### src/logic/bic_pkg.sv
package bic_pkg;

  // ****************************************
  // Register map
  // ****************************************
  localparam logic [7:0] BRIDGE_INPUT_CONTROL_OFS = 8'h4F;
  localparam logic [7:0] BRIDGE_INIT_STATUS_OFS = 8'h50;

  // Control register fields
  localparam int CTL_MAP_SEL_BIT = 7;
  localparam int CTL_PIXEL_MODE_BIT = 6;
  localparam int CTL_PORT_SWAP_BIT = 5;
  localparam int CTL_RELOAD_BIT = 1;
  localparam logic CTL_PORT_SWAP_RST = 1'h0;
  localparam logic CTL_RELOAD_RST = 1'h0;

  // Status register fields
  localparam int STS_INIT_DONE_BIT = 4;
  localparam int STS_CFG_DONE_BIT = 2;
  localparam int STS_CKSUM_BIT = 1;
  localparam logic STS_CFG_DONE_RST = 1'h0;
  localparam logic STS_INIT_DONE_RST = 1'h0;
  localparam logic STS_CKSUM_RST = 1'h1;

  // ****************************************
  // Configuration image
  // ****************************************
  localparam int CFG_BYTES = 128;
  localparam int CFG_AW = 7;
  localparam logic [7:0] EE_IMAGE_BASE = 8'h80;
  localparam logic [CFG_AW-1:0] CFG_LAST_IDX = 7'h7F;

  // ****************************************
  // Timing
  // ****************************************
  localparam int CLK_PERIOD_NS = 100;
  localparam int INIT_TIME_NS = 1000;
  localparam int INIT_CYCLES = (INIT_TIME_NS + CLK_PERIOD_NS - 1) / CLK_PERIOD_NS;
  localparam logic [7:0] INIT_CNT_LAST = 8'(INIT_CYCLES - 1);
  localparam logic [1:0] STRAP_SETTLE_LAST = 2'h3;

  // Pixel bus width of one input port
  localparam int PIX_W = 28;

  typedef enum logic [2:0] {
    ST_STRAP,
    ST_REQ,
    ST_WAIT_LOW,
    ST_INIT,
    ST_DONE
  } bic_state_t;

endpackage

### src/logic/bic_cfg_mem.sv
`timescale 1ns/1ns
module bic_cfg_mem
  import bic_pkg::*;
(
  // Clock and reset
  input wire logic clk_in,
  input wire logic rst_b_in,
  // Write side
  input wire logic wr_en_in,
  input wire logic [CFG_AW-1:0] wr_addr_in,
  input wire logic [7:0] wr_data_in,
  // Read side
  input wire logic [CFG_AW-1:0] rd_addr_in,
  output logic [7:0] rd_data_out
);

  logic [7:0] mem_q [CFG_BYTES];

  // Image storage, no reset needed for contents
  always_ff @(posedge clk_in) begin
    if (wr_en_in) begin
      mem_q[wr_addr_in] <= wr_data_in;
    end
  end

  // Registered read port
  always_ff @(posedge clk_in or negedge rst_b_in) begin
    if (!rst_b_in) begin
      rd_data_out <= 8'h00;
    end else begin
      rd_data_out <= mem_q[rd_addr_in];
    end
  end

endmodule

### src/logic/bic_bridge_input_control.sv
`timescale 1ns/1ns
// Contract
// - Map select bit 7 picks bit mapping
// - Map select loads from strap pin b
// - Mode bit 6: 0 dual, 1 single
// - Mode bit loads from strap pin a
// - Swap in single mode uses secondary port
// - Swap in dual mode exchanges ports
// - Writing reload bit in done state rereads configuration memory
// - Reload bit self-clears after initialization ends
// - Config-complete bit set after configuration
// - Init-done set only after config-complete
// - Checksum over final 128 EEPROM bytes
// - Status bit 1 shows checksum pass
module bic_bridge_input_control
  import bic_pkg::*;
(
  // Clock and reset
  input wire logic REF_CLK_IN,
  input wire logic RST_B_IN,
  // Register access port
  input wire logic [7:0] REG_ADDR_IN,
  input wire logic REG_WR_IN,
  input wire logic [7:0] REG_WDATA_IN,
  input wire logic REG_RD_IN,
  output logic [7:0] REG_RDATA_OUT,
  // Strap pins
  input wire logic STRAP_SELECT_PIN_A_IN,
  input wire logic STRAP_SELECT_PIN_B_IN,
  // External EEPROM byte fetch
  output logic EE_REQ_OUT,
  output logic [7:0] EE_ADDR_OUT,
  input wire logic EE_ACK_IN,
  input wire logic [7:0] EE_DATA_IN,
  // Configuration image readback
  input wire logic [CFG_AW-1:0] CFG_RD_ADDR_IN,
  output logic [7:0] CFG_RD_DATA_OUT,
  // Display input ports
  input wire logic [PIX_W-1:0] PORT_A_DATA_IN,
  input wire logic [PIX_W-1:0] PORT_B_DATA_IN,
  output logic [PIX_W-1:0] PRI_DATA_OUT,
  output logic [PIX_W-1:0] SEC_DATA_OUT,
  // Receiver control
  output logic INPUT_BIT_MAP_SELECT_OUT,
  output logic INPUT_PIXEL_MODE_OUT
);

  // ****************************************
  // Declarations
  // ****************************************
  bic_state_t state_q;
  logic [2:0] strap_a_q;
  logic [2:0] strap_b_q;
  logic [2:0] ack_q;
  logic [7:0] dat_s1_q;
  logic [7:0] dat_s2_q;
  logic [7:0] dat_s3_q;
  logic [1:0] settle_q;
  logic map_sel_q;
  logic pix_mode_q;
  logic swap_q;
  logic reload_q;
  logic cfg_done_q;
  logic init_done_q;
  logic cksum_q;
  logic [CFG_AW-1:0] idx_q;
  logic [7:0] sum_q;
  logic [7:0] init_cnt_q;
  logic ee_req_q;
  logic mem_wr;
  logic ack_high;
  logic ack_low;
  logic data_stable;
  logic ctl_wr;
  logic reload_done;
  logic [7:0] mem_rd_data;
  logic [7:0] ctl_val;
  logic [7:0] sts_val;

  // Address match used by both write and read paths
  function automatic logic hit(input logic [7:0] addr, input logic [7:0] ofs);
    hit = (addr == ofs);
  endfunction

  // ****************************************
  // Input synchronisers
  // ****************************************
  // Three stages; only stages two and three are looked at
  always_ff @(posedge REF_CLK_IN or negedge RST_B_IN) begin
    if (!RST_B_IN) begin
      strap_a_q <= 3'h0;
      strap_b_q <= 3'h0;
      ack_q <= 3'h0;
      dat_s1_q <= 8'h00;
      dat_s2_q <= 8'h00;
      dat_s3_q <= 8'h00;
    end else begin
      strap_a_q <= {strap_a_q[1:0], STRAP_SELECT_PIN_A_IN};
      strap_b_q <= {strap_b_q[1:0], STRAP_SELECT_PIN_B_IN};
      ack_q <= {ack_q[1:0], EE_ACK_IN};
      dat_s1_q <= EE_DATA_IN;
      dat_s2_q <= dat_s1_q;
      dat_s3_q <= dat_s2_q;
    end
  end

  // Ack counts once the two later stages agree
  assign ack_high = ack_q[1] & ack_q[2];
  assign ack_low = ~ack_q[1] & ~ack_q[2];
  // Data bus can skew against ack, so wait for it to settle too
  assign data_stable = (dat_s2_q == dat_s3_q);
  assign mem_wr = (state_q == ST_REQ) && ack_high && data_stable;
  assign ctl_wr = REG_WR_IN && hit(REG_ADDR_IN, BRIDGE_INPUT_CONTROL_OFS);
  assign reload_done = (state_q == ST_INIT) && (init_cnt_q == INIT_CNT_LAST);

  // ****************************************
  // Load sequencer
  // ****************************************
  // Straps, image fetch, checksum and init delay in one machine
  always_ff @(posedge REF_CLK_IN or negedge RST_B_IN) begin
    if (!RST_B_IN) begin
      state_q <= ST_STRAP;
      settle_q <= 2'h0;
      idx_q <= '0;
      sum_q <= 8'h00;
      init_cnt_q <= 8'h00;
      ee_req_q <= 1'b0;
    end else begin
      case (state_q)
        ST_STRAP: begin
          // Let the strap synchronisers fill before trusting them
          settle_q <= settle_q + 2'h1;
          if (settle_q == STRAP_SETTLE_LAST) begin
            state_q <= ST_REQ;
            ee_req_q <= 1'b1;
          end
        end
        ST_REQ: begin
          if (mem_wr) begin
            sum_q <= sum_q + dat_s3_q;
            ee_req_q <= 1'b0;
            state_q <= ST_WAIT_LOW;
          end
        end
        ST_WAIT_LOW: begin
          if (ack_low) begin
            if (idx_q == CFG_LAST_IDX) begin
              init_cnt_q <= 8'h00;
              state_q <= ST_INIT;
            end else begin
              idx_q <= idx_q + 7'h01;
              ee_req_q <= 1'b1;
              state_q <= ST_REQ;
            end
          end
        end
        ST_INIT: begin
          init_cnt_q <= init_cnt_q + 8'h01;
          if (reload_done) begin
            state_q <= ST_DONE;
          end
        end
        ST_DONE: begin
          if (reload_q) begin
            // Restart the fetch from the first image byte
            idx_q <= '0;
            sum_q <= 8'h00;
            ee_req_q <= 1'b1;
            state_q <= ST_REQ;
          end
        end
        default: begin
          state_q <= ST_STRAP;
          ee_req_q <= 1'b0;
        end
      endcase
    end
  end

  // ****************************************
  // Status flags
  // ****************************************
  // Done flags drop on a new fetch and rise in order
  always_ff @(posedge REF_CLK_IN or negedge RST_B_IN) begin
    if (!RST_B_IN) begin
      cfg_done_q <= STS_CFG_DONE_RST;
      init_done_q <= STS_INIT_DONE_RST;
      cksum_q <= STS_CKSUM_RST;
    end else begin
      if (state_q == ST_DONE && reload_q) begin
        cfg_done_q <= 1'b0;
        init_done_q <= 1'b0;
      end else if (state_q == ST_WAIT_LOW && ack_low && idx_q == CFG_LAST_IDX) begin
        cfg_done_q <= 1'b1;
        cksum_q <= (sum_q == 8'h00);
      end else if (reload_done && cfg_done_q) begin
        init_done_q <= 1'b1;
      end
    end
  end

  // ****************************************
  // Control register
  // ****************************************
  // Straps give the first map and mode value; software may override later
  always_ff @(posedge REF_CLK_IN or negedge RST_B_IN) begin
    if (!RST_B_IN) begin
      map_sel_q <= 1'b0;
      pix_mode_q <= 1'b0;
      swap_q <= CTL_PORT_SWAP_RST;
    end else begin
      if (state_q == ST_STRAP && settle_q == STRAP_SETTLE_LAST) begin
        map_sel_q <= strap_b_q[2];
        pix_mode_q <= strap_a_q[2];
      end else if (ctl_wr) begin
        map_sel_q <= REG_WDATA_IN[CTL_MAP_SEL_BIT];
        pix_mode_q <= REG_WDATA_IN[CTL_PIXEL_MODE_BIT];
      end
      if (ctl_wr) begin
        swap_q <= REG_WDATA_IN[CTL_PORT_SWAP_BIT];
      end
    end
  end

  // Reload bit: a write of 1 wins over the self-clear
  always_ff @(posedge REF_CLK_IN or negedge RST_B_IN) begin
    if (!RST_B_IN) begin
      reload_q <= CTL_RELOAD_RST;
    end else begin
      if (ctl_wr && REG_WDATA_IN[CTL_RELOAD_BIT]) begin
        reload_q <= 1'b1;
      end else if (reload_done) begin
        reload_q <= 1'b0;
      end
    end
  end

  // ****************************************
  // Register read
  // ****************************************
  always_comb begin
    ctl_val = 8'h00;
    ctl_val[CTL_MAP_SEL_BIT] = map_sel_q;
    ctl_val[CTL_PIXEL_MODE_BIT] = pix_mode_q;
    ctl_val[CTL_PORT_SWAP_BIT] = swap_q;
    ctl_val[CTL_RELOAD_BIT] = reload_q;
    sts_val = 8'h00;
    sts_val[STS_INIT_DONE_BIT] = init_done_q;
    sts_val[STS_CFG_DONE_BIT] = cfg_done_q;
    sts_val[STS_CKSUM_BIT] = cksum_q;
  end

  // Read data one cycle after the strobe; unmapped reads zero
  always_ff @(posedge REF_CLK_IN or negedge RST_B_IN) begin
    if (!RST_B_IN) begin
      REG_RDATA_OUT <= 8'h00;
    end else if (REG_RD_IN) begin
      if (hit(REG_ADDR_IN, BRIDGE_INPUT_CONTROL_OFS)) begin
        REG_RDATA_OUT <= ctl_val;
      end else if (hit(REG_ADDR_IN, BRIDGE_INIT_STATUS_OFS)) begin
        REG_RDATA_OUT <= sts_val;
      end else begin
        REG_RDATA_OUT <= 8'h00;
      end
    end
  end

  // ****************************************
  // EEPROM request outputs
  // ****************************************
  always_ff @(posedge REF_CLK_IN or negedge RST_B_IN) begin
    if (!RST_B_IN) begin
      EE_REQ_OUT <= 1'b0;
      EE_ADDR_OUT <= 8'h00;
    end else begin
      EE_REQ_OUT <= ee_req_q;
      EE_ADDR_OUT <= EE_IMAGE_BASE | {1'b0, idx_q};
    end
  end

  // ****************************************
  // Configuration image
  // ****************************************
  bic_cfg_mem u_mem (
    .clk_in(REF_CLK_IN),
    .rst_b_in(RST_B_IN),
    .wr_en_in(mem_wr),
    .wr_addr_in(idx_q),
    .wr_data_in(dat_s3_q),
    .rd_addr_in(CFG_RD_ADDR_IN),
    .rd_data_out(mem_rd_data)
  );

  // Extra stage so the top output is a local flop
  always_ff @(posedge REF_CLK_IN or negedge RST_B_IN) begin
    if (!RST_B_IN) begin
      CFG_RD_DATA_OUT <= 8'h00;
    end else begin
      CFG_RD_DATA_OUT <= mem_rd_data;
    end
  end

  // ****************************************
  // Input port steering
  // ****************************************
  // Single mode feeds one port only; the other output idles at zero
  always_ff @(posedge REF_CLK_IN or negedge RST_B_IN) begin
    if (!RST_B_IN) begin
      PRI_DATA_OUT <= '0;
      SEC_DATA_OUT <= '0;
      INPUT_BIT_MAP_SELECT_OUT <= 1'b0;
      INPUT_PIXEL_MODE_OUT <= 1'b0;
    end else begin
      INPUT_BIT_MAP_SELECT_OUT <= map_sel_q;
      INPUT_PIXEL_MODE_OUT <= pix_mode_q;
      if (pix_mode_q) begin
        PRI_DATA_OUT <= swap_q ? PORT_B_DATA_IN : PORT_A_DATA_IN;
        SEC_DATA_OUT <= '0;
      end else begin
        PRI_DATA_OUT <= swap_q ? PORT_B_DATA_IN : PORT_A_DATA_IN;
        SEC_DATA_OUT <= swap_q ? PORT_A_DATA_IN : PORT_B_DATA_IN;
      end
    end
  end

endmodule

### config.mk
export PLATFORM = sky130hd
export DESIGN_NAME = bic_bridge_input_control
export DESIGN_NICKNAME = d
export VERILOG_FILES = /design/src/logic/bic_pkg.sv /design/src/logic/bic_cfg_mem.sv /design/src/logic/bic_bridge_input_control.sv
export SDC_FILE = /design/constraint.sdc
export NUM_CORES = 1
export LEC_CHECK = 0
export CAP_MARGIN = 20
export CORE_UTILIZATION = 30
export DETAILED_ROUTE_END_ITERATION = 12
export DONT_BUFFER_PORTS = 1
export SYNTH_ARGS = -nofsm -noshare
export SYNTH_HDL_FRONTEND = slang
export SYNTH_SLANG_ARGS = --single-unit
### constraint.sdc
create_clock -name REF_CLK_IN -period 4.5 [get_ports REF_CLK_IN]
set_clock_uncertainty 0.15 [all_clocks]
set_input_delay 0.45 -clock REF_CLK_IN [delete_from_list [all_inputs] [get_ports REF_CLK_IN]]
set_output_delay 0.45 -clock REF_CLK_IN [all_outputs]
set_load 0.01 [all_outputs]
# Yosys cells after proc, flatten, opt, wreduce, memory -nomap -nowiden
# Memory sizes are Yosys's and may differ from the RTL's. A register that Yosys moved wholly into a read port is not among the register bits.
# Cells that the tools add are included.
[totals]
output_inout_bits = 83
ramBits = 1024
ff_bits = 152
wordCells = 124
n_memories = 1
in_bits = 94
[classes]
reduce_logical = 27
muxes = 41
eq_ne = 18
bitwise_logic = 6
n_addsub = 4
[mem_list]
columns = ["memory", "depth", "width", "rd", "rd_clocked_by_memory_dff", "wr", "line", "text"]
rows = [
  ["u_mem.mem_q", 128, 8, 1, 1, 1, "bic_cfg_mem.sv:17", "logic [7:0] mem_q [CFG_BYTES];"],
]
[op_table]
columns = ["cell", "n"]
rows = [
  ["$mux 28", 3],
  ["$mux 8", 5],
  ["$pmux 8 s2", 2],
  ["$mux 7", 3],
  ["$mux 1", 18],
  ["$eq 8x7->1 const B", 2],
  ["$ne 2x2->1 const B", 8],
  ["$mux 3", 5],
  ["$pmux 3 s5", 1],
  ["$pmux 7 s2", 1],
  ["$reduce_bool 2->1", 7],
  ["$logic_and 1x1->1", 10],
  ["$add 8x1->8 const B", 1],
  ["$add 8x8->8", 1],
  ["$eq 8x4->1 const B", 1],
  ["$eq 8x8->1", 1],
  ["$logic_not 8->1", 1],
  ["$add 7x1->7 const B", 1],
  ["$eq 7x7->1 const B", 1],
  ["$eq 3x2->1 const B", 2],
  ["$reduce_and 3->1", 2],
  ["$reduce_and 6->1", 1],
  ["$mux 5", 1],
  ["$pmux 1 s5", 1],
  ["other kinds (12)", 17],
]

# Depth between registers and ports, before layout
# Gate-level depths: netlist of run 1.
[depth]
depth_word = 6
mapped_depth = 9
mapped_depth_nobuf = 7

# Hierarchy
# Synthesis of run 1 repeated with hierarchy kept, for this count alone.
[unflattened]
cells_unflattened = 2098
hier_area_um2 = 45608.7
[modules_own_cells]
columns = ["module", "area_per_inst_um2", "cells_per_inst", "instances", "seq_area_each_um2"]
rows = [
  ["bic_cfg_mem", 39701.8, 1635, 1, 30949.7],
  ["bic_bridge_input_control", 5906.9, 463, 1, 3754.9],
]

# Worst setup path after synthesis of run 1
# No wires, ideal clock.
[synth_path]
kind = "reg2reg"
from = "register dat_s3_q[7]"
to = "memory u_mem.mem_q[89][0] (enable)"
period_less_slack_ns = 4.302
path_buffers = 2
setup_time_ns = 0.370
path_stages_with_launch = 8
t_arrival_ns = 3.782
path_slack_ns = 0.198
required_ns = 3.980
cell_sequence = "dfrtp_1 xor2_1 nor4_2 nand3_2 or4b_1 buf_2 buf_6 nor2_1"
[synth_via]
elab_chain_len = 4
[synth_lines]
columns = ["element", "line", "text"]
rows = [
  ["from (decl)", "bic_bridge_input_control.sv:57", "logic [7:0] dat_s3_q;"],
  ["from (signal assigned)", "bic_bridge_input_control.sv:103", "dat_s3_q <= dat_s2_q;"],
  ["$eq 8x8->1", "bic_bridge_input_control.sv:111", "assign data_stable = (dat_s2_q == dat_s3_q);"],
  ["$logic_and 1x1->1", "bic_bridge_input_control.sv:112", "assign mem_wr = (state_q == ST_REQ) && ack_high && data_stable;"],
  ["$mux 1", "bic_cfg_mem.sv:21", "if (wr_en_in) begin"],
  ["$mux 1 (implied by the code)", "bic_cfg_mem.sv:22", "mem_q[wr_addr_in] <= wr_data_in;"],
  ["to (decl)", "bic_cfg_mem.sv:17", ""],
]
# No other way between the ends.

# Final worst setup path of run 1
[layout_path]
from = "register dat_s3_q[4]"
to = "memory u_mem.mem_q[20][7] (enable)"
# The elaborated chain is that of the path after synthesis.

==> results of run 1 <==
## timing repair
action                     in CTS  in global routing
hold endpoints to repair      235                  0
hold buffers                  109                  0
setup endpoints to repair       0                  0
buffers inserted                0                  0
## state kept, by name, summed over array words and instances (netlist names), 6 cells and up
name	count
dat_s2_q	8
u_mem.rd_data_out	8
u_mem.mem_q	1024
PRI_DATA_OUT	28
dat_s3_q	8
dat_s1_q	8
SEC_DATA_OUT	28
sum_q	8
idx_q	7
CFG_RD_DATA_OUT	8
init_cnt_q	8
EE_ADDR_OUT	8
REG_RDATA_OUT	6
## worst max-delay path by stage
stage                               end  slack [ps]  cells after the start
floorplan            u_mem.mem_q[89][0]         200                      7
global placement     u_mem.mem_q[94][0]         780                      6
detailed placement  u_mem.mem_q[110][7]         740                      6
CTS                 u_mem.mem_q[110][2]         730                      6
global route         u_mem.mem_q[66][3]         570                      6
finish               u_mem.mem_q[20][7]         800                      6
## placed cells by master (no fill, tap or decap), drive strengths merged, types with 48 or more instances in the layout
cell	netlist	routed
edfxtp	1024	1024
mux4	208	208
nor2	183	183
mux2i	159	159
dfrtp	157	157
clkbuf	50	151
dlygate4sd3	0	108
mux2	78	78
buf	88	76
a22oi	48	48
## metal layers
metal / routed length, um / vias to the layer above / part of all wire, %
met5: 0 / - / 0
met4: 2349 / 0 / 2.2
met3: 7018 / 155 / 6.6
met2: 49610 / 724 / 47
met1: 46570 / 11830 / 44
li1: - / 9831 / -
## area by class of cell
| class | instances | share of cell area (%) |
|---|---|---|
| inverter | 12 | 0.08471 |
| antenna | 2 | 0.009412 |
| timing repair buffer | 184 | 3.144 |
| multi-input combinational | 1020 | 19.86 |
| clock buffer | 151 | 5.843 |
| sequential | 1182 | 65.33 |
| tap | 2030 | 4.777 |
| clock inverter | 60 | 0.9507 |
## through the flow
| stage | area, sq um | hold slack (ps) | util (%) | worst slack (ps) |
|---|---|---|---|---|
| 3_3_place_gp | 48450 | 8.365 | 31.86 | 781.6 |
| 2_1_floorplan | 46020 | 4.409 | - | 198.0 |
| 6_report | 53170 | 69.17 | 34.96 | 802.3 |
| 3_5_place_dp | 48450 | 7.707 | 31.86 | 741.8 |
| 5_1_grt | 53170 | 32.04 | 34.96 | 571.2 |
| 4_1_cts | 53170 | 24.58 | 34.96 | 734.3 |
## power breakdown
part	switching [W]	internal, W	total [W]
Sequential	0.000217	0.0121	0.0123
Clock	0.00408	0.00520	0.00928
Combinational	0.000588	0.000486	0.00107
Total	0.00488	0.0178	0.0227
## logic make-up after synthesis
group                    count (synthesis)
flip-flops                            1182
other                                    2
AND/OR/NAND/NOR                        340
XOR/XNOR                                23
multiplexers                           445
adder cells (fa/ha/maj)                 12
AO/OA/AOI/OAI                          197
buffers and inverters                  150
==> parameters.txt, run 1 <==
Parameter                              Value

Outcome
  Status    complete, no violations

Finish
  Share of layout cells above drive strength 1    21.04%
  Multi-input gate area in the final layout    0.01056 sq mm
  Area growth, synth to finish    15.55%
  Count of non-filler cells in the finished layout    between 4000 and 5000
  Filler cell count    around 14000
  Sequential cell area    0.03474 sq mm
  Fin nets    2619

Clocking
  CTS buffer count    113
  Cell chosen for the clock root    sky130_fd_sc_hd__clkbuf_16
  Longest Clk Path Bufs    3
  TritonCTS clock tree    done
  Clock transition at path regs    60 ps
  Number of gates resized after cts    0
  Number of sinks handled by clock tree synthesis    roughly 1200
  Htree depth    3
  Insertion delay to the later sink of the worst-skew pair    720 ps

Synthesis
  Ys flop type    sky130_fd_sc_hd__edfxtp_1
  Most frequent cell after synthesis    sky130_fd_sc_hd__edfxtp_1
  Fraction of the mapped netlist area in compound gates    3.048%
  Fraction of synthesis flops using an asynchronous set or reset pin    13.37%
  Mean instance size in the synthesized netlist    19.57 sq um
  Sequential fraction of the synthesis area    75.42%
  Count of cell types in the netlist    57
  Top post-synthesis cells by count    1024 x sky130_fd_sc_hd__edfxtp_1, 208 x sky130_fd_sc_hd__mux4_2, 183 x sky130_fd_sc_hd__nor2_1, 159 x sky130_fd_sc_hd__mux2i_1, 157 x sky130_fd_sc_hd__dfrtp_1
  Share of the synthesized area in the top cell type    66.82%
  Multiplexer share of the synthesized area    15.55%
  Adder-cell share of the synthesized area    0.3426%
  Number of flip-flops and latches in the synthesized netlist    1182
  Library cell with the largest summed area after synthesis    sky130_fd_sc_hd__edfxtp_1
  Post-synthesis xor/xnor area fraction    less than 1%
  Dominant cells by area after synthesis    sky130_fd_sc_hd__edfxtp_1 67%, sky130_fd_sc_hd__mux4_2 10%, sky130_fd_sc_hd__dfrtp_1 8.5%
  Syn Inst Count    2351
  EDFF count, synth    just over 1000
  Count of warnings emitted by yosys    0
  Basic-gate share of the synthesized area counting and, or, nand and nor cells    approximately 3.5%
  Dominant combinational cell family by area after synthesis    multiplexers
  Summed instance area of the synthesized netlist    0.04602 sq mm

STA
  Fin crit share    82.17%
  Worst-case headroom to the max-slew limit    18.87%
  Setup Viol. Count Final    0
  Total negative slack    0 ps
  Peak clock frequency supported by timing    0.2704 GHz
  Setup repair after global routing missed its margin    false
  Count of pins over their slew limit    0
  Slew of the pin with the lowest slew margin    1217 ps
  Final critical delay including setup and external delays    3698 ps
  Final hold violation count    0

Global routing
  Met2 Resource Use GR    21.08%
  Top Usage Layer GRT    met2
  GR Overflow Total    0
  Pin count of the biggest net entering global routing    337
  Met1 Use GR    18.65%
  Wire length of the first global-routing pass    155.0 mm
  GRT Overall Usage    a little over an eighth
  Antenna violations before repair    3
  Vias in the first global route    23480
  GR met3 Demand/Resource    approximately 2.8%

Drt
  Remaining number of nets flagged by the antenna check after routing    0
  1st-pass router iterations    7
  Drt via density    4.857
  Iter 0 DRT Violations    1767
  Final routed wire length divided by cell count    22.74 um
  Routed via count    22540
  Post-route DRC    0
  Total length of routed wires    105.5 mm

Floorplan
  Cell row count    roughly 140
  Die Height    393.7 um
  Starting utilization of the core area    30.26%
  Core Region    0.1521 sq mm
  Top-level I/O count    about 180
  Area of the die    0.1550 sq mm
  X dimension of the die    between 300 and 400 um

Worst setup path
  Reg2reg setup slack    800 ps
  Kind of critical path    flop to flop
  Sum of buffers and inverters on the critical path    1
  Worst Setup Start Kind    flop
  Peak fanout along the critical path    47
  Endpoint type of the worst setup path    flop
  Worst path max stage delay    710 ps
  Slowest cell on the critical path    sky130_fd_sc_hd__dfrtp_4
  Worst R2R Path Depth    6
  Family with the most delay on the worst path    simple AND/OR/NAND/NOR gates
  Required time at the worst-slack endpoint    ~4700 ps
  CP startpoint    dat_s3_q[4]
  Worst-path cell chain    xor2_1, nor4_2, nand3_2, or4b_1, buf_4, nor2_1
  Reg2reg start    dat_s3_q[4]
  Data arrival time of the critical path    about 3900 ps
  Reg-to-reg endpoint    u_mem.mem_q[20][7]

Placement
  Global placement routability congestion    0.8051
  Placed Cells    4319
  Total half-perimeter wirelength after legalization and detailed placement    59.79 mm
  Number of port buffers    0

Job
  Max-cap check violation count    0

Min path
  Critical hold path startpoint    REG_WR_IN
  Type of the most critical hold path    input port to flop
  Worst hold path depth    2
  Hold endpoint    swap_q

Power and ir drop
  Static leakage    17.17 nW
  Power consumption    0.02266 W
  Total power density per cell area    426.2 mW/mm^2
  Largest vdd supply drop    roughly 0.00036 V
No activity file was read; power rests on OpenSTA's default activity.
==> inputs of run 2 (changes only) <==
- ABC_AREA: default -> 1
- clock period: 4.5 -> 3.41 ns (I/O delays scaled with it)
==> parameters.txt, run 2 <==
Parameter                              Value

Outcome
  Status    finished, violations left
  Failing checks    negative hold slack, negative setup slack

Floorplan
  Top-level I/O count    177 (unchanged)
  Area of the die    0.1611 sq mm (+4.0%)
  Starting utilization of the core area    30.21% (-0.046 points)
  Die Height    401.4 um (+2.0%)
  Cell row count    146 (+2.1%)
  Core Region    0.1584 sq mm (+4.1%)
  X dimension of the die    401.4 um (+2.0%)

Drt
  Total length of routed wires    123.9 mm (+17%)
  Iter 0 DRT Violations    2912 (+65%)
  Detailed-routed wire length on met3    10.64 mm (+52%)
  Routed via count    31340 (+39%)
  Final routed wire length divided by cell count    19.28 um (-15%)
  Post-route DRC    0 (unchanged)
  Metal-1 WL    51.44 mm (+10%)
  Remaining number of nets flagged by the antenna check after routing    0 (unchanged)
  Drt via density    4.876 (+0.39%)
  Wire length on met2    58.29 mm (+17%)
  Highest metal layer with signal wires    met4
  1st-pass router iterations    6 (-1)

STA
  Count of pins over their slew limit    0 (unchanged)
  Final critical delay including setup and external delays    about 3600 ps
  Fin crit share    104.4%
  Setup repair after global routing missed its margin    false
  Worst-case headroom to the max-slew limit    4.662% (-14 points)
  Post-route worst setup slack    -148.6 ps (-950.8 ps)
  Setup Viol. Count Final    1 (+1)
  Slew of the pin with the lowest slew margin    1430 ps (+213.2 ps)
  Tightest hold margin    -802.6 ps (-871.8 ps)
  Final hold violation count    158 (+158)
  Peak clock frequency supported by timing    0.2810 GHz

Finish
  Area growth, synth to finish    15.88%
  Share of layout cells above drive strength 1    7.279% (-14 points)
  Most frequent cells in the layout    1360 x sky130_fd_sc_hd__nand2_1, 1024 x sky130_fd_sc_hd__edfxtp_1, 949 x sky130_fd_sc_hd__nand3_1
  Multi-input gate area in the final layout    0.01165 sq mm (+10%)
  Top Registers    u_mem.mem_q x1024, PRI_DATA_OUT x28, SEC_DATA_OUT x28
  Fin nets    4361 (+67%)
  Count of non-filler cells in the finished layout    6428 (+39%)
  Reg with most FFs    u_mem.mem_q
  Filler cell count    15270 (+6.9%)
  Final design area excluding fillers    0.05545 sq mm (+4.3%)
  Sequential cell area    0.03473 sq mm (about the same)
  Max FFs per register    1024 (unchanged)
  Final core utilization    35.01% (+0.048 points)
  Leading cell type in the layout, fill and taps excluded    sky130_fd_sc_hd__nand2_1

Synthesis
  Mean instance size in the synthesized netlist    11.52 sq um (-41%)
  Share of the synthesized area in the top cell type    64.26% (-2.6 points)
  Multiplexer share of the synthesized area    0.02353% (-16 points)
  Ys flop type    sky130_fd_sc_hd__edfxtp_1
  Number of flip-flops and latches in the synthesized netlist    1182 (unchanged)
  Library cell with the largest summed area after synthesis    sky130_fd_sc_hd__edfxtp_1
  Summed instance area of the synthesized netlist    0.04785 sq mm (+4.0%)
  Top post-synthesis cells by count    1360 x sky130_fd_sc_hd__nand2_1, 1024 x sky130_fd_sc_hd__edfxtp_1, 949 x sky130_fd_sc_hd__nand3_1, 209 x sky130_fd_sc_hd__nor2_1, 157 x sky130_fd_sc_hd__dfrtp_1
  Post-synthesis xor/xnor area fraction    0.3112% (-0.13 points)
  Dominant combinational cell family by area after synthesis    simple AND/OR/NAND/NOR gates
  Adder-cell share of the synthesized area    0.3295% (-0.013 points)
  Basic-gate share of the synthesized area counting and, or, nand and nor cells    22.79% (+19 points)
  Most frequent cell after synthesis    sky130_fd_sc_hd__nand2_1
  Dominant cells by area after synthesis    sky130_fd_sc_hd__edfxtp_1 64%, sky130_fd_sc_hd__nand2_1 11%, sky130_fd_sc_hd__nand3_1 9.9%
  Count of cell types in the netlist    37 (-35%)
  Fraction of synthesis flops using an asynchronous set or reset pin    13.37% (unchanged)
  Fraction of the mapped netlist area in compound gates    0.8733% (-2.2 points)
  Sequential fraction of the synthesis area    72.53% (-2.9 points)
  Syn Inst Count    4155 (+77%)
  EDFF count, synth    1024 (unchanged)
  Count of warnings emitted by yosys    0 (unchanged)

Global routing
  Vias in the first global route    30630 (+30%)
  Wire length of the first global-routing pass    186.3 mm (+20%)
  GRT Overall Usage    14.97% (+1.6 points)
  GR Overflow Total    0 (unchanged)
  Antenna violations before repair    1 (-2)
  Pin count of the biggest net entering global routing    514 (+53%)

Worst setup path
  Reg-to-reg endpoint    u_mem.rd_data_out[5]
  Reg2reg setup slack    210 ps (-590 ps)
  Worst R2R Path Depth    13 (+7)
  Slowest cell on the critical path    sky130_fd_sc_hd__dlygate4sd3_1
  Worst-path cell chain    inv_8, buf_12, nand2_1, nand3_1, nand3_1, nand3_1, nand2_1, nand2_1, nand3_1, dlygate4sd3_1, nand2_1, dlygate4sd3_1, nand2_1, nand2_1, dlygate4sd3_1
  Required time at the worst-slack endpoint    3900 ps (-780 ps)
  Endpoint type of the worst setup path    flop
  Worst path max stage delay    590 ps (-120 ps)
  Worst Setup Start Kind    input port
  Reg2reg start    u_mem.mem_q[35][5]
  Data arrival time of the critical path    4040 ps (+160 ps)
  Top cell by count, worst path    sky130_fd_sc_hd__nand2_1
  Kind of critical path    input port to flop
  Peak fanout along the critical path    513 (+990%)

Clocking
  Number of gates resized after cts    0 (unchanged)
  TritonCTS clock tree    done
  CTS buffer count    116 (+2.7%)
  Htree depth    3 (unchanged)
  Clock transition at path regs    60 ps (about the same)
  Number of sinks handled by clock tree synthesis    1182 (unchanged)
  Hold-fix buffers at CTS    120 (+10%)
  Post-CTS setup buffers    0 (unchanged)
  Insertion delay to the later sink of the worst-skew pair    690 ps (-30 ps)
  Cell chosen for the clock root    sky130_fd_sc_hd__clkbuf_16
  Longest Clk Path Bufs    3 (unchanged)

Power and ir drop
  Share of total power in the clock network    42.1% (+1.2 points)
  Largest vdd supply drop    0.0004677 V (+31%)
  Static leakage    20.15 nW (+17%)
  Power share of the combinational group    6.9% (+2.2 points)
  Design internal power    0.02470 W (+39%)
  Total power density per cell area    577.7 mW/mm^2 (+36%)
  Net switching fraction of the power    22.88% (+1.3 points)
  Sequential group share of total power    51.0% (-3.3 points)
  Power consumption    0.03203 W (+41%)
  Switching power total    0.007328 W (+50%)

Placement
  Global placement routability congestion    0.8842 (+9.8%)
  Number of port buffers    0 (unchanged)
  Total half-perimeter wirelength after legalization and detailed placement    68.75 mm (+15%)
  Placement Setup Slack    253.1 ps (-488.7 ps)
  Placed Cells    6089 (+41%)
  Cell area reported after detailed placement    0.05020 sq mm (+3.6%)

Job
  Max-cap check violation count    0 (unchanged)

Min path
  Type of the most critical hold path    input port to async pin
run 2: changes by cell type after synthesis, sizes merged, moves of 19 or more:
| cell | before | now |
|---|---|---|
| a22oi | 48 | 0 |
| inv | 12 | 62 |
| a211oi | 20 | 1 |
| mux2i | 159 | 0 |
| nand3 | 29 | 956 |
| mux2 | 78 | 1 |
| o21ai | 18 | 46 |
| mux4 | 208 | 0 |
| buf | 88 | 180 |
| nor2b | 24 | 0 |
| nor2 | 183 | 211 |
| nand4b | 19 | 0 |
| nand2 | 40 | 1361 |
run 2: final cells by class:
class | count | share of cell area, %
Multi-Input combinational cell | 2661 | 21.02
Sequential cell | 1182 | 62.64
Clock buffer | 137 | 5.648
Clock inverter | 81 | 1.652
Inverter | 65 | 0.4716
Antenna cell | 1 | 0.004513
Timing Repair Buffer | 229 | 3.890
Tap cell | 2072 | 4.675
run 2: cell families (layout without fill, tap and decap cells):
family	count (synthesis)	count (layout)
other cells	2	4
xor+xnor	17	17
compound gates	77	77
simple gates	2551	2551
fa+ha+maj	12	12
flops	1182	1182
mux	1	1
buf+inv	313	512
run 2: stage by stage:
stage	setup TNS [ps]	hold WS [ps]
after floorplan	0	-104.6
after global placement	0	-100.2
after detailed placement	0	-100.6
after CTS	0	-841.6
after global routing	0	-832.7
final	-148.6	-802.6
run 2: power by group through the flow:
stage,Clock (W),Sequential (W),Combinational [W]
5_1_grt,0.0142,0.0164,0.00244
4_1_cts,0.0137,0.0163,0.00218
2_1_floorplan,0,0.0166,0.00144
3_5_place_dp,0,0.0166,0.00203
3_3_place_gp,0,0.0166,0.00199
6_report,0.0135,0.0163,0.00222
run 2: per-layer routing:
| metal | global-route usage (%) | up-vias |
|---|---|---|
| met3 | 2.995 | 218 |
| met1 | 20.04 | 15160 |
| met4 | 4.611 | 0 |
| met5 | 0 | - |
| met2 | 24.41 | 1287 |
| li1 | - | 14670 |
run 2: how the worst max path moves through the flow:
| stage | from | endpoint | slack [ps] |
|---|---|---|---|
| floorplan | dat_s3_q[5] | u_mem.mem_q[127][0] | 230 |
| detailed placement | dat_s3_q[2] | u_mem.mem_q[61][6] | 250 |
| global placement | dat_s3_q[2] | u_mem.mem_q[69][6] | 300 |
| finish | CFG_RD_ADDR_IN[0] | u_mem.rd_data_out[5] | -150 |
| global route | CFG_RD_ADDR_IN[0] | u_mem.rd_data_out[5] | 4 |
| CTS | CFG_RD_ADDR_IN[1] | u_mem.rd_data_out[5] | 210 |
run 2: worst max-delay path, delay by kind of cell:
family	cells	cell delay (ps)
buf+inv	5	2480
simple gates	10	850
